[src/shared/tcs_pkg.sv]
// Constants, register map and pin carrier for the timing control/status block.
// Assumes a single 200 MHz core clock; all pin levels arrive asynchronously.
package tcs_pkg;

   // ----------------------------------------------------------------
   // Timing
   // ----------------------------------------------------------------
   localparam int CLK_PERIOD_PS = 5000;
   localparam int RST_MIN_NS = 300;
   localparam int RST_MIN_CYC = (RST_MIN_NS * 1000 + CLK_PERIOD_PS - 1) / CLK_PERIOD_PS;
   // Wait after release until the synchronised mode pins are valid
   localparam logic [1:0] INIT_CYC = 2'h3;

   // ----------------------------------------------------------------
   // Register map
   // ----------------------------------------------------------------
   localparam logic [7:0] ADDR_MODE = 8'h1F;
   localparam logic [7:0] ADDR_CTRL = 8'h20;
   localparam logic [7:0] ADDR_STAT = 8'h21;
   localparam logic [7:0] ADDR_ISR = 8'h22;
   localparam logic [7:0] ADDR_IEN = 8'h23;
   localparam int CTRL_FOLLOW_VAL = 0;
   localparam int CTRL_FOLLOW_OVR = 1;
   localparam int EV_LOCK = 0;
   localparam int EV_HOLD = 1;
   localparam logic [1:0] CTRL_RST = 2'h0;
   localparam logic [1:0] ISR_RST = 2'h0;
   localparam logic [1:0] IEN_RST = 2'h0;

   // ----------------------------------------------------------------
   // Serial port
   // ----------------------------------------------------------------
   // Upper six bits of the two-wire bus address, arbitrary value
   localparam logic [5:0] I2C_ADDR_HI = 6'h2A;
   localparam logic [8:0] PIN_RST = 9'h1FF;

   typedef enum logic [1:0] {
      MODE_AUTO = 2'b00,
      MODE_NORMAL = 2'b01,
      MODE_HOLDOVER = 2'b10,
      MODE_FREERUN = 2'b11
   } tcs_mode_e;

   localparam tcs_mode_e MODE_RST = MODE_FREERUN;

   typedef enum logic [2:0] {
      I2C_IDLE = 3'b000,
      I2C_ADDR = 3'b001,
      I2C_REG = 3'b010,
      I2C_WDATA = 3'b011,
      I2C_TX = 3'b100
   } tcs_i2c_e;

   typedef struct packed {
      logic [1:0] mode;
      logic follower;
      logic diff0;
      logic diff1;
      logic i2c_sel;
      logic sck;
      logic sda;
      logic cs_n;
   } tcs_pins_s;

endpackage : tcs_pkg

[src/core/tcs_sync.sv]
// Two-flop level synchroniser, vector wide.
// Assumes each bit is an independent level; no bus coherency is given.
`timescale 1ns/1ps
module tcs_sync
#(
   parameter int W = 1,
   parameter logic [W-1:0] RST = '0
)
(
   // Clock and reset
   input wire logic clock,
   input wire logic arst_n,
   // Levels
   input wire logic [W-1:0] d,
   output logic [W-1:0] q
);

   logic [W-1:0] meta_q;

   always_ff @(posedge clock or negedge arst_n)
   begin
      if (!arst_n)
      begin
         meta_q <= RST;
         q <= RST;
      end
      else
      begin
         meta_q <= d;
         q <= meta_q;
      end
   end

endmodule : tcs_sync

[src/core/tcs_top.sv]
// Control pins, status pins, interrupt pin and shared serial host port.
// Assumes loop status comes from core logic on the same clock.
`timescale 1ns/1ps
// How it works
// [RULE_01] Mode pins are captured as default loop mode right after reset.
// [RULE_02] Later, mode follows pin changes or writes to the mode register.
// [RULE_03] Follower pin high selects follower, low selects master.
// [RULE_04] A control register can override the follower pin.
// [RULE_05] Each differential output is driven when its enable is high.
// [RULE_06] Lock flag output high while the loop is locked.
// [RULE_07] Holdover flag output high while the loop is in holdover.
// [RULE_08] Interface select high enables two-wire port, low enables SPI.
// [RULE_09] Clock pin is SPI clock or two-wire clock by interface select.
// [RULE_10] Data pin is SPI input or two-wire data by interface select.
// [RULE_11] Serial output carries SPI read data, idle low in two-wire mode.
// [RULE_12] Select pin is SPI chip select or two-wire address bit 0.
// [RULE_13] Status changes pull the open-drain interrupt low until serviced; the code pulls it only for events enabled in the IEN register.
// [RULE_14] Host holds reset low at least 300 ns after power-up.
// [RULE_15] All control pins pass a two-flop synchroniser first.
module tcs_top
   import tcs_pkg::*;
(
   // Clock and reset
   input wire logic clock,
   input wire logic arst_n,
   // Control pins
   input wire logic [1:0] primary_loop_mode_pin,
   input wire logic follower_pin,
   input wire logic diff_out0_enable,
   input wire logic diff_out1_enable,
   input wire logic i2c_select_pin,
   // Loop core
   input wire logic loop_locked_in,
   input wire logic loop_holdover_in,
   output tcs_mode_e primary_loop_mode,
   output logic follower_mode,
   output logic diff_out0_drive,
   output logic diff_out1_drive,
   // Status pins
   output logic loop_locked_flag,
   output logic loop_holdover_flag,
   output logic interrupt_n_o,
   output logic interrupt_n_oe,
   // Serial pins
   input wire logic sck_scl_i,
   output logic sck_scl_o,
   output logic sck_scl_oe,
   input wire logic si_sda_i,
   output logic si_sda_o,
   output logic si_sda_oe,
   output logic so,
   input wire logic select_or_addr_bit0
);

   // ----------------------------------------------------------------
   // Pin synchronisation
   // ----------------------------------------------------------------
   tcs_pins_s pins;
   logic [8:0] pins_raw;
   logic [8:0] pins_vec;
   assign pins_raw = {primary_loop_mode_pin, follower_pin, diff_out0_enable, diff_out1_enable,
                      i2c_select_pin, sck_scl_i, si_sda_i, select_or_addr_bit0};
   assign pins = tcs_pins_s'(pins_vec);

   tcs_sync #(.W(9), .RST(PIN_RST)) u_sync (  // RULE_15
      .clock(clock),
      .arst_n(arst_n),
      .d(pins_raw),
      .q(pins_vec)
   );

   logic sck_prev_q;
   logic sda_prev_q;
   always_ff @(posedge clock or negedge arst_n)
   begin
      if (!arst_n)
      begin
         sck_prev_q <= 1'b1;
         sda_prev_q <= 1'b1;
      end
      else
      begin
         sck_prev_q <= pins.sck;
         sda_prev_q <= pins.sda;
      end
   end

   wire i2c_on = pins.i2c_sel;  // RULE_08
   wire sck_rise = pins.sck & ~sck_prev_q;
   wire sck_fall = ~pins.sck & sck_prev_q;
   wire spi_act = ~i2c_on & ~pins.cs_n;  // RULE_12
   wire i2c_start = i2c_on & pins.sck & sck_prev_q & sda_prev_q & ~pins.sda;
   wire i2c_stop = i2c_on & pins.sck & sck_prev_q & ~sda_prev_q & pins.sda;
   wire [6:0] i2c_addr = {I2C_ADDR_HI, pins.cs_n};  // RULE_12

   // ----------------------------------------------------------------
   // Registers
   // ----------------------------------------------------------------
   tcs_mode_e mode_q;
   logic [1:0] ctrl_q;
   logic [1:0] isr_q;
   logic [1:0] ien_q;
   logic [1:0] pin_mode_prev_q;
   logic [1:0] init_q;
   logic init_done_q;
   logic wr_en;
   logic [7:0] wr_addr;
   logic [7:0] wr_data;

   function automatic logic [7:0] rd_f(input logic [7:0] a);
      if (a == ADDR_MODE) rd_f = {6'h00, mode_q};
      else if (a == ADDR_CTRL) rd_f = {6'h00, ctrl_q};
      else if (a == ADDR_STAT) rd_f = {6'h00, loop_holdover_flag, loop_locked_flag};
      else if (a == ADDR_ISR) rd_f = {6'h00, isr_q};
      else if (a == ADDR_IEN) rd_f = {6'h00, ien_q};
      else rd_f = 8'h00;
   endfunction : rd_f

   wire wr_mode = wr_en & (wr_addr == ADDR_MODE);
   wire wr_ctrl = wr_en & (wr_addr == ADDR_CTRL);
   wire wr_isr = wr_en & (wr_addr == ADDR_ISR);
   wire wr_ien = wr_en & (wr_addr == ADDR_IEN);
   wire pin_mode_chg = init_done_q & (pins.mode != pin_mode_prev_q);
   wire [1:0] events = {loop_holdover_in ^ loop_holdover_flag, loop_locked_in ^ loop_locked_flag};

   always_ff @(posedge clock or negedge arst_n)
   begin
      if (!arst_n)
      begin
         init_q <= 2'h0;
         init_done_q <= 1'b0;
         mode_q <= MODE_RST;
         pin_mode_prev_q <= MODE_RST;
      end
      else
      begin
         pin_mode_prev_q <= pins.mode;
         if (!init_done_q)
         begin
            init_q <= init_q + 2'h1;
            if (init_q == INIT_CYC)
            begin
               init_done_q <= 1'b1;
               mode_q <= tcs_mode_e'(pins.mode);  // RULE_01
            end
         end
         else if (wr_mode)
            mode_q <= tcs_mode_e'(wr_data[1:0]);  // RULE_02
         else if (pin_mode_chg)
            mode_q <= tcs_mode_e'(pins.mode);  // RULE_02
      end
   end

   always_ff @(posedge clock or negedge arst_n)
   begin
      if (!arst_n)
      begin
         ctrl_q <= CTRL_RST;
         ien_q <= IEN_RST;
         isr_q <= ISR_RST;
         loop_locked_flag <= 1'b0;
         loop_holdover_flag <= 1'b0;
         diff_out0_drive <= 1'b0;
         diff_out1_drive <= 1'b0;
         follower_mode <= 1'b0;
      end
      else
      begin
         if (wr_ctrl) ctrl_q <= wr_data[1:0];
         if (wr_ien) ien_q <= wr_data[1:0];
         // Write-one-to-clear; a new event in the same cycle survives
         isr_q <= (isr_q & ~(wr_isr ? wr_data[1:0] : 2'h0)) | events;  // RULE_13
         loop_locked_flag <= loop_locked_in;  // RULE_06
         loop_holdover_flag <= loop_holdover_in;  // RULE_07
         diff_out0_drive <= pins.diff0;  // RULE_05
         diff_out1_drive <= pins.diff1;  // RULE_05
         follower_mode <= ctrl_q[CTRL_FOLLOW_OVR] ? ctrl_q[CTRL_FOLLOW_VAL]  // RULE_04
                                                  : pins.follower;  // RULE_03
      end
   end

   assign primary_loop_mode = mode_q;
   assign interrupt_n_o = 1'b0;
   assign interrupt_n_oe = |(isr_q & ien_q);  // RULE_13

   // ----------------------------------------------------------------
   // SPI slave: command byte {read, addr[6:0]}, then one data byte
   // ----------------------------------------------------------------
   logic [3:0] spi_cnt_q;
   logic [6:0] spi_sh_q;
   logic [7:0] spi_cmd_q;
   logic [7:0] spi_tx_q;
   logic so_q;
   wire [7:0] spi_byte = {spi_sh_q, pins.sda};  // RULE_10
   wire spi_wr = spi_act & sck_rise & (spi_cnt_q == 4'hF) & ~spi_cmd_q[7];

   always_ff @(posedge clock or negedge arst_n)
   begin
      if (!arst_n)
      begin
         spi_cnt_q <= 4'h0;
         spi_sh_q <= 7'h00;
         spi_cmd_q <= 8'h00;
         spi_tx_q <= 8'h00;
         so_q <= 1'b0;
      end
      else if (!spi_act)
      begin
         spi_cnt_q <= 4'h0;
         so_q <= 1'b0;
      end
      else if (sck_rise)  // RULE_09
      begin
         spi_sh_q <= spi_byte[6:0];
         spi_cnt_q <= spi_cnt_q + 4'h1;
         if (spi_cnt_q == 4'h7)
         begin
            spi_cmd_q <= spi_byte;
            spi_tx_q <= rd_f({1'b0, spi_byte[6:0]});
         end
      end
      else if (sck_fall && spi_cnt_q[3] && spi_cmd_q[7])
         so_q <= spi_tx_q[~spi_cnt_q[2:0]];  // RULE_11
   end

   assign so = so_q & ~i2c_on;  // RULE_11

   // ----------------------------------------------------------------
   // Two-wire slave: address, register pointer, data bytes
   // ----------------------------------------------------------------
   // No clock stretching, so the clock line is only ever sampled
   tcs_i2c_e ist_q;
   logic [3:0] icnt_q;
   logic [7:0] ish_q;
   logic [7:0] iptr_q;
   logic [7:0] itx_q;
   logic iack_q;
   logic sda_oe_q;
   wire i_rx = (ist_q == I2C_ADDR) | (ist_q == I2C_REG) | (ist_q == I2C_WDATA);
   wire i_match = (ish_q[7:1] == i2c_addr);
   wire i2c_wr = i2c_on & sck_fall & ~iack_q & (icnt_q == 4'h8) & (ist_q == I2C_WDATA);

   always_ff @(posedge clock or negedge arst_n)
   begin
      if (!arst_n)
      begin
         ist_q <= I2C_IDLE;
         icnt_q <= 4'h0;
         ish_q <= 8'h00;
         iptr_q <= 8'h00;
         itx_q <= 8'h00;
         iack_q <= 1'b0;
         sda_oe_q <= 1'b0;
      end
      else if (!i2c_on || i2c_stop)
      begin
         ist_q <= I2C_IDLE;
         iack_q <= 1'b0;
         sda_oe_q <= 1'b0;
      end
      else if (i2c_start)
      begin
         ist_q <= I2C_ADDR;
         icnt_q <= 4'h0;
         iack_q <= 1'b0;
         sda_oe_q <= 1'b0;
      end
      else if (sck_rise && !iack_q)
      begin
         icnt_q <= icnt_q + 4'h1;
         if (i_rx)
            ish_q <= {ish_q[6:0], pins.sda};  // RULE_10
         else if (ist_q == I2C_TX && icnt_q == 4'h8)
         begin
            icnt_q <= 4'h0;
            if (pins.sda)
               ist_q <= I2C_IDLE;
            else
            begin
               itx_q <= rd_f(iptr_q + 8'h01);
               iptr_q <= iptr_q + 8'h01;
            end
         end
      end
      else if (sck_fall)
      begin
         if (iack_q)
         begin
            iack_q <= 1'b0;
            icnt_q <= 4'h0;
            sda_oe_q <= (ist_q == I2C_TX) & ~itx_q[7];
         end
         else if (i_rx && icnt_q == 4'h8)
         begin
            iack_q <= (ist_q != I2C_ADDR) | i_match;
            sda_oe_q <= (ist_q != I2C_ADDR) | i_match;
            if (ist_q == I2C_ADDR)
            begin
               ist_q <= !i_match ? I2C_IDLE : (ish_q[0] ? I2C_TX : I2C_REG);
               itx_q <= rd_f(iptr_q);
            end
            else if (ist_q == I2C_REG)
            begin
               iptr_q <= ish_q;
               ist_q <= I2C_WDATA;
            end
            else
               iptr_q <= iptr_q + 8'h01;
         end
         else if (ist_q == I2C_TX)
            sda_oe_q <= (icnt_q < 4'h8) & ~itx_q[~icnt_q[2:0]];
      end
   end

   assign si_sda_o = 1'b0;
   assign si_sda_oe = sda_oe_q & i2c_on;  // RULE_10
   assign sck_scl_o = 1'b0;
   assign sck_scl_oe = 1'b0;  // RULE_09
   assign wr_en = spi_wr | i2c_wr;  // RULE_08
   assign wr_addr = i2c_on ? iptr_q : {1'b0, spi_cmd_q[6:0]};
   assign wr_data = i2c_on ? ish_q : spi_byte;
endmodule : tcs_top

[config.mk]
export PLATFORM = sky130hd
export DESIGN_NAME = tcs_top
export DESIGN_NICKNAME = d
export VERILOG_FILES = /design/src/shared/tcs_pkg.sv /design/src/core/tcs_sync.sv /design/src/core/tcs_top.sv
export SDC_FILE = /design/constraint.sdc
export NUM_CORES = 1
export LEC_CHECK = 0
export BUFFER_PORTS_ARGS = -buffer_cell sky130_fd_sc_hd__buf_2
export CAP_MARGIN = 20
export CORE_MARGIN = 2
export CORE_UTILIZATION = 28
export CTS_BUF_LIST = sky130_fd_sc_hd__clkbuf_2 sky130_fd_sc_hd__clkbuf_4 sky130_fd_sc_hd__clkbuf_8
export DETAILED_ROUTE_END_ITERATION = 6
export PLACE_DENSITY_LB_ADDON = 0.12
export SLEW_MARGIN = 20
export SYNTH_ARGS = -nofsm -noshare
export SYNTH_HDL_FRONTEND = slang
export SYNTH_HIERARCHICAL = 1
export SYNTH_SLANG_ARGS = --single-unit
export TNS_END_PERCENT = 30
[constraint.sdc]
create_clock -name clock -period 2.2 [get_ports clock]
set_input_delay 0.22 -clock clock [delete_from_list [all_inputs] [get_ports clock]]
set_output_delay 0.22 -clock clock [all_outputs]
set_load 0.05 [all_outputs]
==> results of run 1 <==
power by group:
group / switching (mW) / leakage, nW / internal [mW]
registers: 0.153 / 1.09 / 1.74
clock network: 0.617 / 0.101 / 0.546
logic: 0.279 / 1.09 / 0.254
final timing paths:
check                         endpoint  slack [ns]  cells after the start
hold reg to reg            u_sync/q[3]        0.36                      0
min in group asynchronous    iptr_q[3]        0.37                      2
hold / removal             u_sync/q[3]        0.36                      0
setup reg to reg              itx_q[0]        0.08                      6
max in group asynchronous  u_sync/q[0]        1.11                      3
setup / recovery              itx_q[0]        0.08                      6
final cells by class:
type,count,area share
flip-flops and latches,87,0.405
multi-input cells,301,0.394
repair buffers,77,0.107
well taps,216,0.0496
clock buffers,10,0.0241
clock inverters,6,0.0126
inverters,10,0.00688
metal layers:
layer  track usage  wire (um)  up-vias
met3        0.0238        320       16
met2         0.209       4920       45
li1              -          -     1640
met1         0.194       5210     1683
met5             0          0        -
met4        0.0512        183        0
sequential cells by signal, indices dropped and copies added (netlist names), 3 cells and up:
name	count
spi_cnt_q	4
iptr_q	8
ist_q	3
icnt_q	4
u_sync/q	9
ish_q	8
u_sync/meta_q	9
spi_cmd_q	8
spi_sh_q	7
logic make-up after synthesis:
group,count (synthesis),share of synthesized area
compound gates,97,0.139
xor+xnor,13,0.0255
fa+ha+maj,9,0.0252
buf+inv,35,0.0395
flops,87,0.494
mux,42,0.109
other cells,1,0.000840
simple gates,136,0.167
critical path, cell delays in order, from the launching register on:
cell and delay (ns):
dfstp_2 0.59, or3b_4 0.42, nor2_2 0.09, a22oi_1 0.07, or4b_4 0.56, a211oi_2 0.20, a21oi_1 0.09
repair_timing:
action | CTS | global route
hold buffers | 12 | 0
pin swaps | 2 | 2
buffers inserted | 1 | 4
gates resized for setup | 3 | 11
hold endpoints to repair | 40 | 0
setup endpoints to repair | 3 | 15
stage by stage:
stage | instances | hold WS (ns) | util
floorplan | 423 | -0.0756 | -
global placement | 674 | 0.241 | 0.321
detailed placement | 674 | 0.245 | 0.321
CTS | 703 | 0.360 | 0.342
global route | 707 | 0.364 | 0.347
finish | 707 | 0.358 | 0.347
cell usage after synthesis, types with 5 or more instances:
library cell and instances:
dfrtp_1 63, nand2_1 33, a21oi_1 31, mux2_2 31, nor2_1 26, dfstp_2 24
o21ai_0 22, inv_1 10, xnor2_1 10, ha_1 9, nor2b_1 9, clkbuf_1 8
nand3_1 8, nor3_1 8, nand2b_1 7, buf_2 6, buf_4 6, mux2i_1 6
nor4_1 6, nand4_1 5
==> qor.txt, run 1 <==
Worst Hold Class - flip-flop to flip-flop
Pin count of the biggest net entering global routing - 53
Bufs on Longest Clock Path - 2
Area growth syn-to-layout - 22.1%
Status - finished, final reports clean
Final worst slack - 0.0763 ns
Synth warnings - 6
Multi-input logic area - 2150 um2
Crit Path Class - flip-flop to flip-flop
DRC Markers - 0
PortBufs - 22
Synth Cell Area - 4470 um2
Vias - 3384
Most common cell after layout, fill and taps aside - dfrtp_1
Synthesized flop and latch total - 87
Final Wtd Congestion - 0.803
Initial DRT Pass Iterations - 4
Max_cap viols - 0
Total track usage - 0.137
Min Tclk post-route - 2.12 ns
CTS clk-pin slew, worst paths - 0.09 ns
Rows - 46
Post-synth top area share - 0.353
Ant diodes - 0
Antenna Violating Nets Remaining - 0
Routed wire per std cell - 15.0 um
Die area - 17000 um2
Initial antenna violation count - 0
Critical Path Start Type - flip-flop
Worst setup EP type - flip-flop
Syn Inst Count - 420
Post-synth EDFFs - 0
Vias/cell - 4.79
Initial Util - 0.284
Crit path DAT - 2.38 ns
Unique cell type count in the Yosys netlist - 72
Die Span X - 130 um
Final wirelength - 10.6 mm
Core Area - 15700 um2
IR Drop Worst-Case VDD - 0.000350 V
GRT Residual Overflow - 0
Req. time, crit path - 2.46 ns
Skew final - 0.00921 ns
H-tree depth - 3
Share of layout cells above drive strength 1 - 0.328
CTS Root Cell - clkbuf_8
Post-synthesis sequential area ratio - 0.494
Die extent in y - 130 um
Worst Tran Pin Value - 0.549 ns
Global-route wire length before repair - 18.0 mm
Ys flop type - dfrtp_1
Pre-CTS setup slack - -0.0333 ns
Area leader, netlist - dfrtp_1
Pwr Density - 658 nW/um2
Reg-to-reg startpoint - u_sync/q[2]
# setup viols final - 0
Vias in the first global route - 3407
HPWL after detailed placement - 7.58 mm
CTS Buf Count - 9
Fill count - 1623
Synth top area cells - dfrtp_1 35%, dfstp_2 14%, mux2_2 7.8%, a21oi_1 3.5%, nand2_1 2.8%
DRT iter0 DRCs - 131
Placed Area - 5040 um2
FMAX - 0.471 GHz
Sequential cell area - 2210 um2
Crit path from - u_sync/q[2]
Setup TNS Final - 0 ns
CTS sink count - 87
Max_slew headroom - 0.634
Avg Inst Size Synth - 10.6 um2
Commonest non-fill, non-tap cells in the layout - 60 x dfrtp_1, 41 x buf_4, 33 x nand2_1
Fin area - 5450 um2
Post-synth ARST share - 1.00
Pleak - 2.28 nW
Hold Vio Cnt, Final - 0
CTS tree - yes
Hold_sp - u_sync/meta_q[3]
Nets - 508
Skew-Pair Late Insertion Delay - 0.36 ns
# IOs - 27
Tcrit/Tclk final - 0.965
CP max FO - 6
Count of final max-slew check failures - 0
Total power draw - 3.59 mW
(Power assumes the default switching activity.)
==> inputs of run 2 (changes only) <==
--- a/config.mk
+++ b/config.mk
@@ -7,7 +7,7 @@
 export LEC_CHECK = 0
 export BUFFER_PORTS_ARGS = -buffer_cell sky130_fd_sc_hd__buf_2
 export CAP_MARGIN = 20
-export CORE_MARGIN = 2
+export CORE_MARGIN = 4
 export CORE_UTILIZATION = 28
 export CTS_BUF_LIST = sky130_fd_sc_hd__clkbuf_2 sky130_fd_sc_hd__clkbuf_4 sky130_fd_sc_hd__clkbuf_8
 export DETAILED_ROUTE_END_ITERATION = 6
==> run 2 against run 1 <==
Against the previous run: critical path depth down 1; sequential share of layout area up 0.43 points; highest routed layer unchanged; critical endpoint is now ctrl_q[0]; non-clock buffer count down 3; first-iteration DRC count down 15%; cell count down 1.1%; fmax down 1.6%.
==> qor.txt, run 2 (same netlist as run 1, synthesis figures left out) <==
Clock power share - 0.326
Max_slew headroom - 0.634
Total power draw - 3.57 mW
Pin count of the biggest net entering global routing - 66
Final core utilization - 0.349
Final wirelength - 10.6 mm
FMAX - 0.463 GHz
IR Drop Worst-Case VDD - 0.000570 V
Commonest non-fill, non-tap cells in the layout - 63 x dfrtp_1, 40 x buf_4, 33 x nand2_1
Comb power frac - 0.146
Antenna Violating Nets Remaining - 0
Skew final - 0.00683 ns
Bufs on Longest Clock Path - 2
Core Area - 15400 um2
PortBufs - 22
HPWL after detailed placement - 7.75 mm
Initial Util - 0.290
Slowest cell on crit path - dfstp_2
Reg-to-reg startpoint - u_sync/q[2]
GRT Residual Overflow - 0
Largest registers - u_sync/meta_q: 9 flops, u_sync/q: 9 flops
DRT iter0 DRCs - 111
Pleak - 2.27 nW
Hold Vio Cnt, Final - 0
Tcrit/Tclk final - 0.981
Routed wire per std cell - 15.2 um
DRC Markers - 0
Pwr Density - 663 nW/um2
CP max FO - 9
Die extent in y - 134 um
Req. time, crit path - 2.46 ns
RSZ-0062 raised after global routing - true
Most common cell after layout, fill and taps aside - dfrtp_1
CTS clk-pin slew, worst paths - 0.09 ns
Global-route wire length before repair - 18.4 mm
Ant diodes - 0
Max_cap viols - 0
Die Span X - 134 um
Crit Path Class - flip-flop to flip-flop
Net Sw Frac - 0.293
Vias/cell - 4.80
Status - finished, final reports clean
Die area - 18000 um2
Worst Hold Class - input port to async pin
Share of layout cells above drive strength 1 - 0.318
Worst setup EP type - flip-flop
Psw - 1.05 mW
Worst Tran Pin Value - 0.544 ns
Crit path cell chain - nand2b_1, or4_4, a21oi_4, and4b_1, mux2_1
Nets - 505
# IOs - 27
Final Wtd Congestion - 0.820
Slowest Stage Delay on Critical Path - 0.60 ns
Min Tclk post-route - 2.16 ns
Seq pwr share - 0.528
# setup viols final - 0
Area growth syn-to-layout - 20.6%
H-tree depth - 3
Rows - 45
Crit path from - u_sync/q[2]
CTS sink count - 87
CTS Buf Count - 9
Initial antenna violation count - 0
R2R depth - 5
Vias in the first global route - 3527
Skew-Pair Late Insertion Delay - 0.37 ns
CTS tree - yes
Internal - 2.53 mW
Initial DRT Pass Iterations - 5
Crit path DAT - 2.42 ns
CTS Root Cell - clkbuf_8
Total track usage - 0.128
Count of final max-slew check failures - 0
Vias - 3358
Critical Path Start Type - flip-flop
## run 2: cell types whose count changed in the layout (fill, tap and decap cells not counted), sizes merged
| cell | delta |
|---|---|
| buf | -2 |
| dlymetal6s2s | -1 |
## run 2: metal layers
layer,vias to the layer above,GRT usage,share of wire
met5,-,0,0
met4,0,0.0464,0.021
met3,18,0.0281,0.039
met2,54,0.202,0.46
met1,1647,0.174,0.48
li1,1639,-,-
## run 2: path summary, 6_finish.rpt
| path | end | slack, ns |
|---|---|---|
| worst max-delay path | ctrl_q[0] | 0.04 |
| worst min-delay path | loop_holdover_flag | 0.30 |
| worst max register to register | ctrl_q[0] | 0.04 |
| worst min register to register | u_sync/q[8] | 0.36 |
| max in group asynchronous | u_sync/q[2] | 1.20 |
| min in group clock | u_sync/q[8] | 0.36 |
## run 2: final cells by class
| type | instances | area (um2) |
|---|---|---|
| Clock buffer | 10 | 131 |
| Clock inverter | 6 | 68.8 |
| Fill cell | 1614 | 10000 |
| Inverter | 10 | 37.5 |
| Multi-Input combinational cell | 301 | 2130 |
| Sequential cell | 87 | 2210 |
| Tap cell | 211 | 264 |
| Timing Repair Buffer | 74 | 546 |
## run 2: power groups by stage
stage / logic (mW) / registers [mW] / clock network (mW)
2_1_floorplan: 0.327 / 1.89 / 0
3_3_place_gp: 0.508 / 1.92 / 0
3_5_place_dp: 0.513 / 1.92 / 0
4_1_cts: 0.533 / 1.89 / 1.23
5_1_grt: 0.590 / 1.92 / 1.30
6_report: 0.522 / 1.89 / 1.16
## run 2: critical path, delay by kind of cell, from the launching register on
| family | cells | cell delay, ns |
|---|---|---|
| compound gates | 1 | 0.20 |
| flops | 1 | 0.60 |
| mux | 1 | 0.34 |
| simple gates | 3 | 0.91 |
## run 2: timing repair
item / 4_1_cts / 5_1_grt
setup buffers: 0 / 1
hold buffers: 12 / 0
gates resized for setup: 3 / 4
pin swaps: 3 / 1
endpoints found under the setup margin: 4 / 6
hold endpoints to repair: 33 / 0
## run 2: through the flow
| step | cells | TNS [ns] | hold WS (ns) | instance area, um2 | setup WS, ns |
|---|---|---|---|---|---|
| final | 699 | 0 | 0.296 | 5390 | 0.0421 |
| after global routing | 699 | -0.112 | 0.336 | 5390 | -0.0461 |
| after CTS | 698 | 0 | 0.296 | 5360 | 0.0298 |
| after detailed placement | 670 | -0.0844 | 0.171 | 5030 | -0.0508 |
| after global placement | 670 | 0 | 0.161 | 5030 | 0.0101 |
| after floorplan | 423 | 0 | -0.0756 | 4480 | 0.0128 |
==> inputs of run 3 (changes only) <==
==> constraint.sdc (replaced) <==
create_clock -name clock -period 2.55 [get_ports clock]
set_input_delay 0.255 -clock clock [delete_from_list [all_inputs] [get_ports clock]]
set_output_delay 0.255 -clock clock [all_outputs]
set_load 0.05 [all_outputs]
==> run 3 against run 2 <==
Against the previous run: cell count fell by 3.1%; sequential power decreased by 13%; clock power shrank 16%; power down 15%; critical endpoint is now itx_q[0]; largest cell class unchanged; largest power group unchanged.
==> qor.txt, run 3 (same netlist as run 1, synthesis figures left out) <==
Crit path cell chain - or3b_1, nor2_2, a22oi_1, or4b_4, a211oi_2, a21oi_1
Antenna Violating Nets Remaining - 0
PortBufs - 22
FMAX - 0.437 GHz
Skew final - 0.0114 ns
Slowest cell on crit path - dfstp_2
End of the worst register-to-register path - itx_q[0]
Sequential cell area - 2210 um2
CTS Root Cell - clkbuf_8
CTS Buf Count - 9
Vias/cell - 4.86
Skew-Pair Late Insertion Delay - 0.40 ns
Total track usage - 0.128
Initial Util - 0.290
Crit path from - u_sync/q[2]
# setup viols final - 0
R2R depth - 6
Worst Tran Pin Value - 0.589 ns
Reg-to-reg startpoint - u_sync/q[2]
Routed wire per std cell - 15.4 um
Max_slew headroom - 0.603
Max_cap viols - 0
Die extent in y - 134 um
Critical Path Start Type - flip-flop
CP max FO - 10
Total power draw - 3.03 mW
Die Span X - 134 um
Largest registers - u_sync/meta_q: 9 flops, u_sync/q: 9 flops
Crit path DAT - 2.58 ns
CTS clk-pin slew, worst paths - 0.11 ns
CP endpoint - itx_q[0]
Tcrit/Tclk final - 0.897
Die area - 18000 um2
WHS - 0.360 ns
Critical path depth - 6
Fill count - 1622
Core Area - 15400 um2
Setup bufs post-CTS - 0
RSZ-0062 raised after global routing - false
GRT Residual Overflow - 0
Multi-input logic area - 2100 um2
Pwr Density - 585 nW/um2
Cts hold-fix bufs - 12
Worst Hold Class - flip-flop to flip-flop
H-tree depth - 3
Largest delay share family, worst path - simple AND/OR/NAND/NOR gates
Crit Path Class - flip-flop to flip-flop
Pin count of the biggest net entering global routing - 44
Setup TNS Final - 0 ns
Count of final max-slew check failures - 0
Final Wtd Congestion - 0.773
Rows - 45
Min Tclk post-route - 2.29 ns
Hold Vio Cnt, Final - 0
CTS tree - yes
Req. time, crit path - 2.84 ns
Nets - 483
Pleak - 2.14 nW
DRC Markers - 0
Most common cell after layout, fill and taps aside - dfrtp_1
IR Drop Worst-Case VDD - 0.000347 V
Initial DRT Pass Iterations - 4
Area growth syn-to-layout - 15.9%
Status - finished, final reports clean
Commonest non-fill, non-tap cells in the layout - 63 x dfrtp_1, 33 x nand2_1, 31 x mux2_2, 31 x a21oi_1, 26 x nor2_1
Bufs on Longest Clock Path - 2
DRT iter0 DRCs - 167
Initial antenna violation count - 0
Final wirelength - 10.4 mm
Vias - 3288
Share of layout cells above drive strength 1 - 0.273
Slowest Stage Delay on Critical Path - 0.62 ns
Worst setup EP type - flip-flop
Vias in the first global route - 3500
CTS resizes - 0
# IOs - 27
CTS sink count - 87
Ant diodes - 0
HPWL after detailed placement - 7.41 mm
Global-route wire length before repair - 18.1 mm
R2R Setup Slk - 0.26 ns
WP buf/inv - 0
==> run 3: changes by cell type in the layout (fill, tap and decap cells not counted), sizes merged <==
| cell | change |
|---|---|
| clkinv | -1 |
| buf | -22 |
| bufinv | -1 |
| inv | +3 |
| clkbuf | -1 |
==> run 3: where the power goes <==
group          total (mW)  switching [mW]  internal (mW)  leakage, nW
Clock               0.973           0.596          0.376       0.0945
Sequential           1.64           0.139           1.50         1.09
Combinational       0.415           0.225          0.190        0.951
==> run 3: how the worst min path moves through the flow <==
stage / startpoint / depth (start not counted) / slack [ns] / endpoint
floorplan: arst_n / 0 / -0.04 / ctrl_q[0]
global placement: arst_n / 1 / 0.30 / isr_q[1]
detailed placement: arst_n / 1 / 0.30 / isr_q[1]
CTS: u_sync/meta_q[6] / 0 / 0.36 / u_sync/q[6]
global route: u_sync/meta_q[6] / 0 / 0.36 / u_sync/q[6]
finish: u_sync/meta_q[4] / 0 / 0.36 / u_sync/q[4]
==> run 3: cell type report <==
cell class / instances / area share
repair buffers: 52 / 0.0735
multi-input cells: 301 / 0.406
flip-flops and latches: 87 / 0.426
clock inverters: 7 / 0.0118
well taps: 211 / 0.0510
inverters: 10 / 0.00725
clock buffers: 9 / 0.0239
==> run 3: metal layers <==
layer / track usage / vias up / routed length, um
met5: 0 / - / 0
met4: 0.0385 / 0 / 133
met3: 0.0356 / 11 / 332
met2: 0.194 / 46 / 4810
met1: 0.177 / 1639 / 5160
li1: - / 1592 / -
==> run 3: metrics by stage <==
stage	utilization	std cells	area, um2	setup slack [ns]
detailed placement	0.316	649	4870	0.265
finish	0.335	677	5170	0.264
global placement	0.316	649	4870	0.301
global route	0.335	677	5170	0.0436
floorplan	-	423	4480	0.363
CTS	0.335	677	5170	0.241
==> run 3: worst register-to-register path: stages (launching register included) <==
cell and delay, ns:
dfstp_2 0.62, or3b_1 0.52, nor2_2 0.12, a22oi_1 0.07, or4b_4 0.57, a211oi_2 0.21, a21oi_1 0.09
